[config.mk]
export PLATFORM = sky130hd
export DESIGN_NAME = lmc_mode_ctrl
export DESIGN_NICKNAME = d
export VERILOG_FILES = /design/src/lmc_pkg.sv /design/src/lmc_mode_ctrl.sv
export SDC_FILE = /design/constraint.sdc
export NUM_CORES = 1
export LEC_CHECK = 0
export BUFFER_PORTS_ARGS = -buffer_cell sky130_fd_sc_hd__buf_2
export CAP_MARGIN = 20
export CORE_ASPECT_RATIO = 0.5
export CORE_MARGIN = 5
export CORE_UTILIZATION = 50
export CTS_CLUSTER_SIZE = 14
export DETAILED_ROUTE_END_ITERATION = 10
export HOLD_SLACK_MARGIN = 0.05
export PLACE_DENSITY = 0.78
export SLEW_MARGIN = 20
export SYNTH_ARGS = -nofsm -noshare
export SYNTH_HDL_FRONTEND = slang
export SYNTH_SLANG_ARGS = --single-unit
[constraint.sdc]
create_clock -name clk -period 2.7 [get_ports clk]
set_input_delay 0.54 -clock clk [delete_from_list [all_inputs] [get_ports clk]]
set_output_delay 0.54 -clock clk [all_outputs]
set_load 0.005 [all_outputs]
[src/lmc_pkg.sv]
// How it works
// - below reset level: outputs high-z, link off
// - supply above reset level enters initialization
// - leaving reset sets error bit 0, defaults
// - initialization samples address and config resistors
// - valid decode goes normal, else sleep
// - initialization keeps link off, outputs high-z
// - initialization ends within its time limit
// - bus idle timeout sends normal/undervoltage to sleep
// - go-to-sleep frame sends normal to sleep
// - sleep: outputs off, link wake-up, errors kept
// - wake needs dominant at least minimum time
// - wake acts after bus returns recessive
// - valid wake in sleep enters initialization
// - link on in normal, off in reset/init
// - reset frame: reset mode, defaults, error bit
// - normal only via init or undervoltage; drivers follow frames
// - open-load sensing on heavy channels while off
// - heavy channels switch regardless of open-load flag
// - open-load flagged only below threshold
// - undervoltage: link off, drivers kept, timer runs
package lmc_pkg;
  localparam int unsigned CLK_HZ            = 25_000_000;
  localparam int unsigned INIT_TIME_US      = 100;
  localparam int unsigned INIT_CYCLES       = INIT_TIME_US * (CLK_HZ / 1_000_000);
  localparam int unsigned DECODE_DELAY_CYC  = 16;
  localparam int unsigned WAKE_MIN_US       = 30;
  localparam int unsigned WAKE_MIN_CYCLES   = WAKE_MIN_US * (CLK_HZ / 1_000_000);
  localparam int unsigned IDLE_TIMEOUT_MS   = 4;
  localparam int unsigned IDLE_TIMEOUT_CYC  = IDLE_TIMEOUT_MS * (CLK_HZ / 1_000);
  localparam logic [2:0]  ERR_RESET_VAL     = 3'h1;
  localparam logic [7:0]  DRIVE_RESET_VAL   = 8'h00;
  localparam int unsigned HEAVY_A_IDX       = 3;
  localparam int unsigned HEAVY_B_IDX       = 7;
  localparam logic [2:0]  CODE_BAD          = 3'h7;

  typedef enum logic [5:0] {
    LMC_UNPOWERED = 6'h01,
    LMC_INIT      = 6'h02,
    LMC_NORMAL    = 6'h04,
    LMC_SLEEP     = 6'h08,
    LMC_RESET     = 6'h10,
    LMC_UNDERVOLT = 6'h20
  } lmc_mode_t;

  typedef enum logic [1:0] {
    LMC_LINK_OFF  = 2'h0,
    LMC_LINK_ON   = 2'h1,
    LMC_LINK_WAKE = 2'h2
  } lmc_link_t;

  typedef struct packed {
    logic       reset_frame;
    logic       sleep_frame;
    logic [7:0] drive;
    logic       drive_load;
  } lmc_cmd_t;

  typedef struct packed {
    lmc_link_t  link;
    logic [7:0] out_on;
    logic [7:0] out_oe;
    logic [1:0] open_load;
    logic [2:0] err;
    logic [2:0] node_addr;
    logic [2:0] config_sel;
  } lmc_stat_t;
endpackage

[src/lmc_mode_ctrl.sv]
`timescale 1ns/1ps
module lmc_mode_ctrl
  import lmc_pkg::*;
#(
  parameter int unsigned INIT_LIMIT = INIT_CYCLES,
  parameter int unsigned IDLE_LIMIT = IDLE_TIMEOUT_CYC
) (
  input  wire logic      clk,
  input  wire logic      sys_rst,
  input  wire logic      supply_ok,
  input  wire logic      supply_uv,
  input  wire logic      bus_rx,
  input  wire logic      bus_recessive_high,
  input  wire logic [2:0] node_address_code,
  input  wire logic [2:0] config_code,
  input  wire logic      heavy_a_below_thr,
  input  wire logic      heavy_b_below_thr,
  input  wire lmc_cmd_t  cmd,
  output lmc_mode_t      mode,
  output lmc_stat_t      stat
);
  // three-stage synchronisers for supply, bus and open-load pin inputs
  logic [2:0] s_ok, s_uv, s_rx, s_hi, s_ola, s_olb;
  logic       ok_f, uv_f, rx_f, hi_f, ola_f, olb_f;
  always_ff @(posedge clk) begin
    s_ok  <= {s_ok[1:0], supply_ok};
    s_uv  <= {s_uv[1:0], supply_uv};
    s_rx  <= {s_rx[1:0], bus_rx};
    s_hi  <= {s_hi[1:0], bus_recessive_high};
    s_ola <= {s_ola[1:0], heavy_a_below_thr};
    s_olb <= {s_olb[1:0], heavy_b_below_thr};
  end
  always_ff @(posedge clk) begin
    if (sys_rst) begin
      ok_f  <= 1'b0;
      uv_f  <= 1'b0;
      rx_f  <= 1'b1;
      hi_f  <= 1'b1;
      ola_f <= 1'b0;
      olb_f <= 1'b0;
    end else begin
      if (s_ok[1] == s_ok[2]) ok_f <= s_ok[2];
      if (s_uv[1] == s_uv[2]) uv_f <= s_uv[2];
      if (s_rx[1] == s_rx[2]) rx_f <= s_rx[2];
      if (s_hi[1] == s_hi[2]) hi_f <= s_hi[2];
      if (s_ola[1] == s_ola[2]) ola_f <= s_ola[2];
      if (s_olb[1] == s_olb[2]) olb_f <= s_olb[2];
    end
  end

  function automatic logic code_valid(input logic [2:0] c);
    return c != CODE_BAD;
  endfunction

  lmc_mode_t  next_mode;
  logic [31:0] init_cnt, idle_cnt, wake_cnt;
  logic        rx_prev, wake_armed;
  logic [7:0]  drive;
  logic [2:0]  err;
  logic [2:0]  node_addr, config_sel;
  logic [1:0]  open_load;

  wire fall_edge   = rx_prev & ~rx_f;
  wire idle_expire = (idle_cnt >= IDLE_LIMIT);
  wire decode_done = (init_cnt >= DECODE_DELAY_CYC);
  wire init_expire = (init_cnt >= INIT_LIMIT - 1);
  wire codes_ok    = code_valid(node_address_code) & code_valid(config_code);
  wire wake_valid  = wake_armed & rx_f & hi_f;
  wire in_init     = (mode == LMC_INIT);
  wire leave_init  = in_init & (decode_done | init_expire);

  always_comb begin
    next_mode = mode;
    if (!ok_f) begin
      next_mode = LMC_UNPOWERED;
    end else begin
      case (mode)
        LMC_UNPOWERED: next_mode = LMC_INIT;
        LMC_INIT: begin
          if (leave_init) next_mode = (decode_done && codes_ok) ? LMC_NORMAL : LMC_SLEEP;
        end
        LMC_NORMAL: begin
          if (cmd.reset_frame) next_mode = LMC_RESET;
          else if (idle_expire || cmd.sleep_frame) next_mode = LMC_SLEEP;
          else if (uv_f) next_mode = LMC_UNDERVOLT;
        end
        LMC_UNDERVOLT: begin
          if (idle_expire) next_mode = LMC_SLEEP;
          else if (!uv_f) next_mode = LMC_NORMAL;
        end
        LMC_SLEEP: begin
          if (wake_valid) next_mode = LMC_INIT;
        end
        LMC_RESET: next_mode = LMC_INIT;
        default: next_mode = LMC_UNPOWERED;
      endcase
    end
  end

  always_ff @(posedge clk) begin
    if (sys_rst) mode <= LMC_UNPOWERED;
    else mode <= next_mode;
  end

  // init timer restarts on every entry into init
  always_ff @(posedge clk) begin
    if (sys_rst || !in_init) init_cnt <= '0;
    else init_cnt <= init_cnt + 32'd1;
  end

  // idle timer: held at zero outside normal/undervoltage, cleared by falling edges
  always_ff @(posedge clk) begin
    if (sys_rst) begin
      idle_cnt <= '0;
      rx_prev  <= 1'b1;
    end else begin
      rx_prev <= rx_f;
      if ((mode != LMC_NORMAL && mode != LMC_UNDERVOLT) || fall_edge) idle_cnt <= '0;
      else if (!idle_expire) idle_cnt <= idle_cnt + 32'd1;
    end
  end

  // dominant-length qualifier; wake fires only after bus is back high
  always_ff @(posedge clk) begin
    if (sys_rst || mode != LMC_SLEEP) begin
      wake_cnt   <= '0;
      wake_armed <= 1'b0;
    end else if (!rx_f) begin
      if (wake_cnt < WAKE_MIN_CYCLES) wake_cnt <= wake_cnt + 32'd1;
      else wake_armed <= 1'b1;
    end else if (!wake_armed) begin
      wake_cnt <= '0;
    end
  end

  // err and drive registers: defaults on power-up and on reset frame
  wire to_defaults = (mode == LMC_UNPOWERED) || (mode == LMC_RESET);
  always_ff @(posedge clk) begin
    if (sys_rst) begin
      err        <= ERR_RESET_VAL;
      drive      <= DRIVE_RESET_VAL;
      node_addr  <= '0;
      config_sel <= '0;
    end else begin
      if (to_defaults) begin
        err   <= ERR_RESET_VAL;
        drive <= DRIVE_RESET_VAL;
      end else if (mode == LMC_SLEEP) begin
        drive <= DRIVE_RESET_VAL;
      end else if (mode == LMC_NORMAL && cmd.drive_load) begin
        drive <= cmd.drive;
      end
      if (in_init && decode_done && !init_expire) begin
        node_addr  <= node_address_code;
        config_sel <= config_code;
      end
    end
  end

  // open-load only while heavy driver is off, only below threshold
  always_ff @(posedge clk) begin
    if (sys_rst || to_defaults) open_load <= '0;
    else if (mode == LMC_NORMAL || mode == LMC_UNDERVOLT || in_init) begin
      open_load[0] <= ~drive[HEAVY_A_IDX] & ola_f;
      open_load[1] <= ~drive[HEAVY_B_IDX] & olb_f;
    end
  end

  wire hiz     = (mode == LMC_UNPOWERED) || in_init || (mode == LMC_RESET);
  wire run_out = (mode == LMC_NORMAL) || (mode == LMC_UNDERVOLT);

  always_ff @(posedge clk) begin
    if (sys_rst) begin
      stat <= '0;
    end else begin
      stat.link <= (next_mode == LMC_NORMAL) ? LMC_LINK_ON :
                   (next_mode == LMC_SLEEP)  ? LMC_LINK_WAKE : LMC_LINK_OFF;
      stat.out_oe     <= hiz ? 8'h00 : 8'hFF;
      stat.out_on     <= run_out ? drive : 8'h00;
      stat.open_load  <= open_load;
      stat.err        <= err;
      stat.node_addr  <= node_addr;
      stat.config_sel <= config_sel;
    end
  end
endmodule

==> run_results.csv <==
group,metric,value,unit
routing,avgViaCountPerCell,5.34,
floorplan,rows,28,
timing,period_needed,2.24,ns
cts,hold_buffers,0,
global_routing,overflow,0,
routing,vias,4809,
cts,h-tree-depth,4,
timing,hold_viol,0,
final_layout,drive_gt1_share,14.8,%
timing,finalSetupViolations,0,
final_layout,final_cell_mix,"dfxtp_1, nor2_1, buf_2",
critical_path,worst_setup_path_start_kind,"flip-flop",
cts,clkLatencyLatePin,0.42,ns
floorplan,dieArea,14900,µm²
cts,cts.path.max_buffers,2,
yosys,synth_cell_types,47,
global_routing,grt_pass1_vias,4681,
timing,tightest_slew,0.656,ns
power,power.leakage,2.82,nW
timing,timing.fmax,446,MHz
yosys,yosysSeqAreaShare,52.9,%
floorplan,core_area,12000,µm²
critical_path,cp_top_family,"simple AND/OR/NAND/NOR gates",
cts,cts_buffers,17,
critical_path,crit_buf_inv,0,
yosys,syn_avg_cell_area,9.31,µm²
cts,path_clk_slew,0.07,ns
timing,min_period_over_period,83.1,%
yosys,synth_area,6210,µm²
global_routing,grt_pass1_wl,21600,µm
cts,post_cts_buffers,0,
final_layout,layout.cells.non_filler,901,
critical_path,end_kind,"flip-flop",
critical_path,cp.arrival,2.54,ns
routing,drtPass1Iterations,4,
job,drv_cap,0,
yosys,syn_inst,667,
routing,met1_length,5580,µm
critical_path,slowest_delay,0.52,ns
final_layout,multiInputGateArea,2720,µm²
critical_path,crit_fanout,6,
final_layout,seq_area,3280,µm²
floorplan,die_x,168,µm
cts,cts.sinks,164,
timing,finalSetupTns,0,ns
routing,avgRoutedWirePerCell,13.9,µm
yosys,synth_top_area_share,52.9,%
final_layout,fillerInstances,1029,
yosys,ys_async_sr_fraction,0,%
cts,cts_tree,"done",
place,dp.cells,869,
critical_path,crit_required,3.00,ns
timing,drv_slew,0,
final_layout,n_antenna_cell,0,
yosys,netlist_top_cells_area,"dfxtp_1, nor2_1, xor2_1",
routing,wl_met2,6320,µm
power,p_per_area,678,nW/µm²
yosys,synth_edf_count,0,
cts,ctsRootBufferMaster,"clkbuf_16",
floorplan,die_h,88.8,µm
routing,initialDrtViolationCount,351,
critical_path,crit_path_top_delay_cell,"or4_1",
yosys,yosys_warnings,0,
routing,drc,0,
floorplan,pin_count,60,
final_layout,final_nets,753,
global_routing,track_usage,17.8,%
status,status,"complete, no violations",
critical_path,critPathKind,"flip-flop to flip-flop",
place,place_hpwl,8570,µm
timing,rsz0062_at_grt,"false",
yosys,synth_largest_area_cell,"dfxtp_1",
global_routing,grt_max_degree,33,
power,vdd_drop_max,490,µV
worst_hold_path,hold_path_class,"input pin to flip-flop",
cts,cts_resized,0,
routing,dr_wl_met3,508,µm
floorplan,initial_core_util,51.8,%
routing,totalWireLength,12600,µm
yosys,ys_ff_latch,164,
timing,max-slew-margin-rel,56.1,%
global_routing,antenna_found_initial,0,
place,gp_congestion,0.820,
yosys,synthFlopType,"dfxtp_1",
timing,clock_skew,0.0108,ns
critical_path,cp_cell_sequence,"ha_1 -> or4_1 -> o21ai_0 -> nand2_1 -> a221o_1 -> mux2i_1 -> nor2_1",
final_layout,final_common_cell,"dfxtp_1",
place,portBuffers,57,
routing,highest_layer,"met4",
routing,antenna_left,0,
final_layout,area_growth,15.9,%
==> worst reg2reg max path: stages, from the launching register on <==
cell,delay (ns)
dfxtp_1,0.33
ha_1,0.27
or4_1,0.52
o21ai_0,0.16
nand2_1,0.08
a221o_1,0.49
mux2i_1,0.21
nor2_1,0.06
==> routing by layer <==
layer | up-vias | track usage (%)
met4 | 0 | 7.07
met2 | 108 | 32.1
met1 | 2277 | 21.0
met5 | - | 0
met3 | 17 | 3.93
li1 | 2407 | -
==> stage by stage <==
step	utilization [%]	hold WS [ns]	setup WS, ns	total power (W)	area [µm²]
after global placement	55.2	0.311	0.540	0.00259	6610
after floorplan	-	0.310	0.645	0.00256	6210
after CTS	60.0	0.203	0.441	0.00492	7190
after detailed placement	55.2	0.312	0.460	0.00259	6610
final	60.0	0.216	0.456	0.00488	7190
after global routing	60.0	0.198	0.322	0.00506	7190
==> sequential cells by signal (all words and copies together), names as in the netlist, 6 cells and up <==
signal and cells:
drive 8, idle_cnt 32, init_cnt 32, mode 6, stat 20, wake_cnt 32
==> synth_stat cells, types with 2 or more instances <==
cell type and instances:
a21oi_1 28, a31oi_1 4, and2_1 26, and3_1 23, and4_1 2, buf_2 4, buf_4 9, clkbuf_1 15
dfxtp_1 164, ha_1 5, inv_1 16, mux2i_1 17, nand2_1 46, nand2b_1 2, nand3_1 33, nand4_1 22
nor2_1 93, nor2b_1 11, nor3_1 14, nor3b_1 2, nor4_1 16, nor4_2 3, nor4b_1 2, o211ai_1 4
o21a_1 5, o21ai_0 21, o31ai_1 2, or2_2 2, or3_1 11, or3b_2 2, or4_1 4, xnor2_1 14
xor2_1 31
==> path summary, 6_finish.rpt <==
path,cells after the start,slack (ns),from,endpoint
worst min-delay path,1,0.22,supply_ok,s_ok[0]
worst max register to register,7,0.46,init_cnt[0],config_sel[1]
worst min register to register,0,0.33,s_uv[0],s_uv[1]
worst max-delay path,7,0.46,init_cnt[0],config_sel[1]
==> final cells by class <==
type	instances	share of cell area, %
Inverter	17	0.887
Clock buffer	18	6.10
Sequential cell	164	45.6
Tap cell	165	2.87
Timing Repair Buffer	64	4.70
Clock inverter	14	1.98
Multi-Input combinational cell	459	37.8
==> power breakdown <==
part	total, W	switching (W)	leakage (nW)	internal (W)
Combinational	0.0000749	0.0000435	1.21	0.0000314
Sequential	0.00246	0.0000179	1.33	0.00244
Clock	0.00234	0.00102	0.282	0.00132
Total	0.00488	0.00108	2.82	0.00380
==> cell families after synthesis <==
group | count (synthesis) | synth area share, %
AOI/OAI and AO/OA | 72 | 6.89
muxes | 17 | 2.74
and+or+nand+nor | 318 | 26.7
adders and majority gates | 5 | 1.01
xor gates and xnor gates | 45 | 6.35
other | 1 | 0.0604
DFF | 164 | 52.9
buffers and inverters | 45 | 3.35
Power figures use the tool's default switching activity.
